--- src/etc_defines.vh ---
`ifndef ETC_DEFINES_VH
`define ETC_DEFINES_VH
// Command byte field positions.
`define ETC_CMD_CONT_SEL 7
`define ETC_CMD_SUPPLY_SEL 6
`define ETC_CMD_TRIM_HI 5
`define ETC_CMD_TRIM_LO 3
`define ETC_CMD_CONT_CLR 2
`define ETC_CMD_SUPPLY_CLR 1
`define ETC_CMD_READ 0
// Transfer lengths in serial clocks.
`define ETC_CMD_BITS 8
`define ETC_DATA_BITS 32
// Reset values.
`define ETC_TRIM_RESET 3'h3
`define ETC_COUNT_RESET 32'h00000000
// Time base: 1 s at 25 MHz.
`define ETC_CLK_HZ 25000000
`define ETC_SECOND_CYCLES (`ETC_CLK_HZ)
`define ETC_FIFO_DEPTH 4
`endif

--- src/etc_counter_port.v ---
`timescale 1ns/1ps
`default_nettype none
`include "etc_defines.vh"
// Summary of operation
// Command bits: selects, trim, clears, direction.
// Continuous select read shifts out 32 bits.
// Single select write loads 32 bits.
// Supply select read shifts out 32 bits.
// No select, clear bit zeroes continuous counter.
// No select, clear bit zeroes supply counter.
// Both selects write loads trim bits.
// Tick output only with supply and oscillator.
// Serial access blocked when supply invalid.
// Host holds enable high through transfers.
// Input bits sampled on rising serial clock.
// Data driven only while serial clock low.
// Write data jammed at 32nd clock.
// Enable low aborts and releases data line.
// Bits shifted least significant first.

// ****************************************
// Word FIFO
// ****************************************
module etc_fifo #(
	parameter WIDTH = 32,
	parameter DEPTH = 4
)(
	input wire i_mclk,
	input wire i_reset,
	input wire i_flush,
	input wire i_in_valid,
	output wire o_in_ready,
	input wire [WIDTH-1:0] i_in_data,
	output wire o_out_valid,
	input wire i_out_ready,
	output wire [WIDTH-1:0] o_out_data
);
	reg [WIDTH-1:0] mem_reg [0:DEPTH-1];
	reg [2:0] wr_reg;
	reg [2:0] rd_reg;
	reg [3:0] cnt_reg;
	wire push;
	wire pop;
	integer k;
	assign o_in_ready = (cnt_reg != DEPTH[3:0]);
	assign o_out_valid = (cnt_reg != 4'h0);
	assign o_out_data = mem_reg[rd_reg[1:0]];
	assign push = i_in_valid && o_in_ready;
	assign pop = o_out_valid && i_out_ready;
	// Pointers, count and storage.
	always @(posedge i_mclk or posedge i_reset)
	begin
		if (i_reset)
		begin
			wr_reg <= 3'h0;
			rd_reg <= 3'h0;
			cnt_reg <= 4'h0;
			for (k = 0; k < DEPTH; k = k + 1)
				mem_reg[k] <= {WIDTH{1'b0}};
		end
		else if (i_flush)
		begin
			wr_reg <= 3'h0;
			rd_reg <= 3'h0;
			cnt_reg <= 4'h0;
		end
		else
		begin
			if (push)
			begin
				mem_reg[wr_reg[1:0]] <= i_in_data;
				wr_reg <= wr_reg + 3'h1;
			end
			if (pop)
				rd_reg <= rd_reg + 3'h1;
			if (push && !pop)
				cnt_reg <= cnt_reg + 4'h1;
			else if (pop && !push)
				cnt_reg <= cnt_reg - 4'h1;
		end
	end
endmodule

// ****************************************
// Serial port and counters
// ****************************************
module etc_counter_port (
	input wire i_mclk,
	input wire i_reset,
	input wire i_enable,
	input wire i_sclk,
	input wire i_dq_in,
	output reg o_dq_out,
	output reg o_dq_oe_n,
	input wire i_supply_valid,
	output reg o_tick_1hz_out
);
	// Synchronisers: three flops; enable, clock and supply changes count when second and third agree.
	reg [2:0] en_sync_reg;
	reg [2:0] clk_sync_reg;
	reg [2:0] dq_sync_reg;
	reg [2:0] sv_sync_reg;
	reg en_reg;
	reg clk_reg;
	reg sv_reg;
	reg [7:0] cmd_reg;
	reg [5:0] bit_reg;
	reg [31:0] shift_reg;
	reg [31:0] cont_count_reg;
	reg [31:0] supply_count_reg;
	reg [2:0] trim_reg;
	reg [24:0] sec_reg;
	reg [3:0] state_reg;
	wire clk_rise;
	wire clk_fall;
	wire tick;
	wire [7:0] cmd_next;
	wire fifo_in_ready;
	wire fifo_out_valid;
	wire [31:0] fifo_out_data;
	reg fifo_push;
	reg [31:0] fifo_data;
	localparam S_IDLE = 4'b0001;
	localparam S_CMD = 4'b0010;
	localparam S_DATA = 4'b0100;
	localparam S_DONE = 4'b1000;
	// Second time base end points, cut to the 25-bit divider width where they are used.
	localparam [31:0] SEC_LAST = `ETC_SECOND_CYCLES - 1;
	localparam [31:0] SEC_HALF = `ETC_SECOND_CYCLES / 2;
	assign clk_rise = (clk_sync_reg[2] == clk_sync_reg[1]) && clk_sync_reg[1] && !clk_reg;
	assign clk_fall = (clk_sync_reg[2] == clk_sync_reg[1]) && !clk_sync_reg[1] && clk_reg;
	assign tick = (sec_reg == SEC_LAST[24:0]);
	assign cmd_next = {dq_sync_reg[2], cmd_reg[7:1]};

	// Write words queue here and are applied to a counter one per cycle.
	etc_fifo #(.WIDTH(32), .DEPTH(`ETC_FIFO_DEPTH)) u_fifo (
		.i_mclk(i_mclk),
		.i_reset(i_reset),
		.i_flush(1'b0),
		.i_in_valid(fifo_push),
		.o_in_ready(fifo_in_ready),
		.i_in_data(fifo_data),
		.o_out_valid(fifo_out_valid),
		.i_out_ready(1'b1),
		.o_out_data(fifo_out_data)
	);

	// Input synchronisers and filtered levels.
	always @(posedge i_mclk or posedge i_reset)
	begin
		if (i_reset)
		begin
			en_sync_reg <= 3'h0;
			clk_sync_reg <= 3'h0;
			dq_sync_reg <= 3'h0;
			sv_sync_reg <= 3'h0;
			en_reg <= 1'b0;
			clk_reg <= 1'b0;
			sv_reg <= 1'b0;
		end
		else
		begin
			en_sync_reg <= {en_sync_reg[1:0], i_enable};
			clk_sync_reg <= {clk_sync_reg[1:0], i_sclk};
			dq_sync_reg <= {dq_sync_reg[1:0], i_dq_in};
			sv_sync_reg <= {sv_sync_reg[1:0], i_supply_valid};
			if (en_sync_reg[2] == en_sync_reg[1])
				en_reg <= en_sync_reg[1];
			if (clk_sync_reg[2] == clk_sync_reg[1])
				clk_reg <= clk_sync_reg[1];
			if (sv_sync_reg[2] == sv_sync_reg[1])
				sv_reg <= sv_sync_reg[1];
		end
	end

	// Second time base, counters and tick output; trim is set by the serial engine.
	always @(posedge i_mclk or posedge i_reset)
	begin
		if (i_reset)
		begin
			sec_reg <= 25'h0000000;
			cont_count_reg <= `ETC_COUNT_RESET;
			supply_count_reg <= `ETC_COUNT_RESET;
			o_tick_1hz_out <= 1'b0;
		end
		else
		begin
			// A zero trim stops the oscillator.
			if (trim_reg == 3'h0)
				sec_reg <= sec_reg;
			else if (tick)
				sec_reg <= 25'h0000000;
			else
				sec_reg <= sec_reg + 25'h0000001;
			o_tick_1hz_out <= sv_reg && (trim_reg != 3'h0) && (sec_reg < SEC_HALF[24:0]);
			if (state_reg == S_DONE && cmd_reg[7:6] == 2'b00 && cmd_reg[`ETC_CMD_CONT_CLR])
				cont_count_reg <= `ETC_COUNT_RESET;
			else if (fifo_out_valid && cmd_reg[7:6] == 2'b10)
				cont_count_reg <= fifo_out_data;
			else if (tick && trim_reg != 3'h0)
				cont_count_reg <= cont_count_reg + 32'h1;
			if (state_reg == S_DONE && cmd_reg[7:6] == 2'b00 && cmd_reg[`ETC_CMD_SUPPLY_CLR])
				supply_count_reg <= `ETC_COUNT_RESET;
			else if (fifo_out_valid && cmd_reg[7:6] == 2'b01)
				supply_count_reg <= fifo_out_data;
			else if (tick && sv_reg && trim_reg != 3'h0)
				supply_count_reg <= supply_count_reg + 32'h1;
		end
	end

	// Serial protocol engine.
	always @(posedge i_mclk or posedge i_reset)
	begin
		if (i_reset)
		begin
			state_reg <= S_IDLE;
			cmd_reg <= 8'h00;
			bit_reg <= 6'h00;
			shift_reg <= 32'h0;
			trim_reg <= `ETC_TRIM_RESET;
			o_dq_out <= 1'b0;
			o_dq_oe_n <= 1'b1;
			fifo_push <= 1'b0;
			fifo_data <= 32'h0;
		end
		else
		begin
			fifo_push <= 1'b0;
			if (!en_reg || !sv_reg)
			begin
				state_reg <= (state_reg == S_CMD || state_reg == S_DATA) ? S_DONE : S_IDLE;
				if (state_reg == S_DATA || state_reg == S_CMD)
					cmd_reg <= (state_reg == S_CMD) ? 8'h00 : cmd_reg;
				o_dq_oe_n <= 1'b1;
				bit_reg <= 6'h00;
			end
			else
			begin
				case (state_reg)
					S_IDLE:
					begin
						state_reg <= S_CMD;
						bit_reg <= 6'h00;
					end
					S_CMD:
						if (clk_rise)
						begin
							cmd_reg <= cmd_next;
							bit_reg <= bit_reg + 6'h01;
							if (bit_reg == `ETC_CMD_BITS - 1)
							begin
								bit_reg <= 6'h00;
								state_reg <= S_DATA;
								if (cmd_next[7:6] == 2'b11 && !cmd_next[`ETC_CMD_READ])
									trim_reg <= cmd_next[`ETC_CMD_TRIM_HI:`ETC_CMD_TRIM_LO];
								shift_reg <= cmd_next[7] ? cont_count_reg : supply_count_reg;
							end
						end
					S_DATA:
					begin
						// Read: drive while clock low, release while high.
						if (cmd_reg[0] && cmd_reg[7] != cmd_reg[6] && bit_reg < `ETC_DATA_BITS)
						begin
							if (clk_fall)
							begin
								o_dq_out <= shift_reg[0];
								o_dq_oe_n <= 1'b0;
							end
							else if (clk_rise)
							begin
								o_dq_oe_n <= 1'b1;
								shift_reg <= {1'b0, shift_reg[31:1]};
								bit_reg <= bit_reg + 6'h01;
							end
						end
						else if (!cmd_reg[0] && cmd_reg[7] != cmd_reg[6] && bit_reg < `ETC_DATA_BITS && clk_rise)
						begin
							shift_reg <= {dq_sync_reg[2], shift_reg[31:1]};
							bit_reg <= bit_reg + 6'h01;
							if (bit_reg == `ETC_DATA_BITS - 1 && fifo_in_ready)
							begin
								fifo_data <= {dq_sync_reg[2], shift_reg[31:1]};
								fifo_push <= 1'b1;
							end
						end
						else
							o_dq_oe_n <= 1'b1;
					end
					S_DONE:
						state_reg <= S_IDLE;
					default:
						state_reg <= S_IDLE;
				endcase
			end
		end
	end
endmodule
`default_nettype wire

--- config.mk ---
export PLATFORM = sky130hd
export DESIGN_NAME = etc_counter_port
export DESIGN_NICKNAME = d
export VERILOG_FILES = /design/src/etc_counter_port.v
export VERILOG_INCLUDE_DIRS = /design/src
export SDC_FILE = /design/constraint.sdc
export NUM_CORES = 1
export LEC_CHECK = 0
export CAP_MARGIN = 40
export CORE_UTILIZATION = 50
export DETAILED_ROUTE_END_ITERATION = 16
export DONT_BUFFER_PORTS = 1
export GPL_TIMING_DRIVEN = 0
export PLACE_DENSITY_LB_ADDON = 0.08
export SLEW_MARGIN = 20
export SYNTH_ARGS = -nofsm -noshare
export SYNTH_HDL_FRONTEND = slang
export SYNTH_SLANG_ARGS = --single-unit
--- constraint.sdc ---
create_clock -name i_mclk -period 15.6 [get_ports i_mclk]
set_clock_uncertainty 0.15 [all_clocks]
set_input_delay 3.12 -clock i_mclk [delete_from_list [all_inputs] [get_ports i_mclk]]
set_output_delay 3.12 -clock i_mclk [all_outputs]
set_load 0.1 [all_outputs]
==> results.cfg <==
[route]
route.met2.wl_um = 16770
route.detailed.drc = 0
wl_um = 36360
wl_per_cell_um = 19.92
first_iter_violations = 651
antenna_left = 0
avgViaCountPerCell = 5.756
wl_met1_um = 17380
firstDrtPassIters = 6
vias = 10510
wl_met3_um = 1250
maxUsedRoutingLayer = met4

[worst_setup_path]
crit_type = reg2out
crit_fanout = 1
cp-startpoint = o_tick_1hz_out$_DFF_PP0_
required_ps = 12330
r2r-start = sec_reg[17]$_DFFE_PP0N_
critPathCaptureType = output port
cp-start-kind = register
crit_arrival_ps = 1420

[layout]
largest_reg_flops = 128
final_cells = 1825
layout-drive-gt1-share_pct = 21.06
syn2layout_area_growth_pct = 13.53
fin_util_pct = 57.98
nets = 1422
stdcell_area_um2 = 17830
layout_commonest_cell = dfrtp_1
mostFrequentLayoutCells = 325 x dfrtp_1, 164 x mux2_2, 140 x nor2_1
antenna_cells = 0
fillCellCount = 2607

[cts]
clkSinkCount = 329
clk_path_buf_depth = 3
cts-htree-levels = 2
post_cts_buffers = 0
clk_latency_ps = 530
root_buffer = clkbuf_16
holdBufCountCts = 0
cts_resized = 0
clk_pin_slew_worst_paths_ps = 60
tritoncts = yes
numCtsBuffers = 38

[outcome]
status = finished, final reports clean

[synthesis]
mappedNetlistNets = 1368
synth-edff-count = 0
seq_area_frac_synth_pct = 52.46
ys_types = 60
yosys_warnings = 0
async_flop_share_pct = 100.0
synth-main-ff-cell = dfrtp_1
avgSynthCellArea_um2 = 11.67
mappedNetlistArea_um2 = 15700
ys_seq_elements = 329
syn_inst = 1346

[floorplanning]
initial_core_util_pct = 51.07
die_height_um = 179.2
die_x_um = 179.2
rows = 64
dieArea_um2 = 32120
boundaryPins = 9
core_um2 = 30750

[place]
hpwl_um = 25470
place_inst = 1751
dpl_cell_area_um2 = 16350
io_buffers = 0
place_ws_ps = 11160
gp_congestion = 0.8871

[sta]
finalCritPeriodShare_pct = 30.09
drv_slew = 0
hold_ws_ps = 196.4
setup_violations = 0
slew_headroom_pct = 42.76
post-route-min-period_ps = 4695
finalHoldViolations = 0
rsz0062_at_grt = false
worst_slack_ps = 10910
tightest_slew_ps = 859.2
fmax_ghz = 0.2130

[global_route]
grt_max_degree = 106
grt_pass1_vias = 10820
grt.total_usage_pct = 24.08
antenna_found_initial = 0
grt_remaining_overflow = 0
grt_pass1_wl_um = 59960

[pwr]
cellPowerDensity_nw_per_um2 = 105.7
ir_worst_vdd_uv = 126.5
leakage_nw = 8.208

[min_path]
hold_start = dq_sync_reg[1]$_DFF_PP0_
hold_class = reg2reg

[job]
maxCapViolCount = 0
layout make-up:
type / instances / area, um2 / area share, %
buffer: 77 / 307.8 / 1.727
clock inverter: 15 / 300.3 / 1.684
timing repair buffer: 14 / 209.0 / 1.172
tap: 396 / 495.5 / 2.779
sequential: 329 / 8238 / 46.21
inverter: 18 / 75.07 / 0.4211
multi-input combinational: 922 / 7089 / 39.77
clock buffer: 54 / 1112 / 6.239
worst paths after layout:
path | cells past startpoint | end | slack, ps
min reg2reg | 0 | dq_sync_reg[2]$_DFF_PP0_ | 200
min | 0 | dq_sync_reg[2]$_DFF_PP0_ | 200
min in group asynchronous | 1 | u_fifo.mem_reg[32]$_DFFE_PP0P_ | 2310
max reg2reg | 6 | supply_count_reg[20]$_DFFE_PP0P_ | 12490
max | 0 | o_tick_1hz_out | 10910
max in group asynchronous | 3 | trim_reg[1]$_DFFE_PP1P_ | 11780
cells in the mapped netlist (2+ instances only):
| library cell | n | area (um2) |
|---|---|---|
| dfrtp_1 | 325 | 8133 |
| a21o_1 | 3 | 22.52 |
| maj3_1 | 2 | 20.02 |
| nor4_1 | 11 | 68.82 |
| or4_1 | 6 | 45.04 |
| nor4_4 | 2 | 42.54 |
| nor2_2 | 4 | 25.02 |
| nand2b_1 | 3 | 18.77 |
| o22ai_1 | 2 | 12.51 |
| xor2_1 | 45 | 394.1 |
| and2_1 | 8 | 50.05 |
| nor3_1 | 21 | 105.1 |
| and4_1 | 9 | 78.83 |
| mux2i_1 | 34 | 340.3 |
| nand3_1 | 32 | 160.2 |
| nand3b_1 | 3 | 22.52 |
| nor2b_1 | 4 | 25.02 |
| a211oi_1 | 61 | 457.9 |
| or3_1 | 6 | 37.54 |
| nand2_1 | 97 | 364.1 |
| and3_1 | 11 | 68.82 |
| mux2_2 | 164 | 1847 |
| inv_1 | 18 | 67.56 |
| mux4_2 | 32 | 720.7 |
| nor2_1 | 140 | 525.5 |
| buf_6 | 2 | 22.52 |
| nor3_4 | 2 | 32.53 |
| clkbuf_1 | 54 | 202.7 |
| nand4_1 | 32 | 200.2 |
| a22o_1 | 8 | 70.07 |
| dfstp_2 | 4 | 105.1 |
| a21oi_1 | 44 | 220.2 |
| ha_1 | 16 | 200.2 |
| a211oi_2 | 5 | 62.56 |
| o21ai_0 | 44 | 220.2 |
| buf_1 | 20 | 75.07 |
| xnor2_1 | 47 | 411.6 |
| nor4_2 | 3 | 37.54 |
report_power, final:
group / internal (W) / switching, W
combinational: 0.0000101 / 0.0000297
clock: 0.000631 / 0.000354
sequential: 0.000858 / 0.00000267
routing by layer:
layer,GRT usage (%),up-vias
li1,-,4932
met1,34.86,5328
met2,38.21,188
met3,2.651,57
met4,7.108,0
met5,0,-
stage by stage:
stage / setup TNS [ps] / power [W]
after floorplan: 0 / 0.0009041
after global placement: -170120 / 0.0009145
after detailed placement: 0 / 0.0009169
after CTS: 0 / 0.001907
after global routing: 0 / 0.001946
final: 0 / 0.001885
cells by family (layout without fill, tap and decap cells):
group,after synthesis,count (layout),share of synthesized area (%)
buf+inv,95,178,2.390
simple gates,405,405,12.80
fa+ha+maj,18,18,1.402
compound gates,177,177,7.299
xor+xnor,92,92,5.131
flops,329,329,52.46
mux,230,230,18.52
Note: power is estimated with default switching activity, not from simulation.
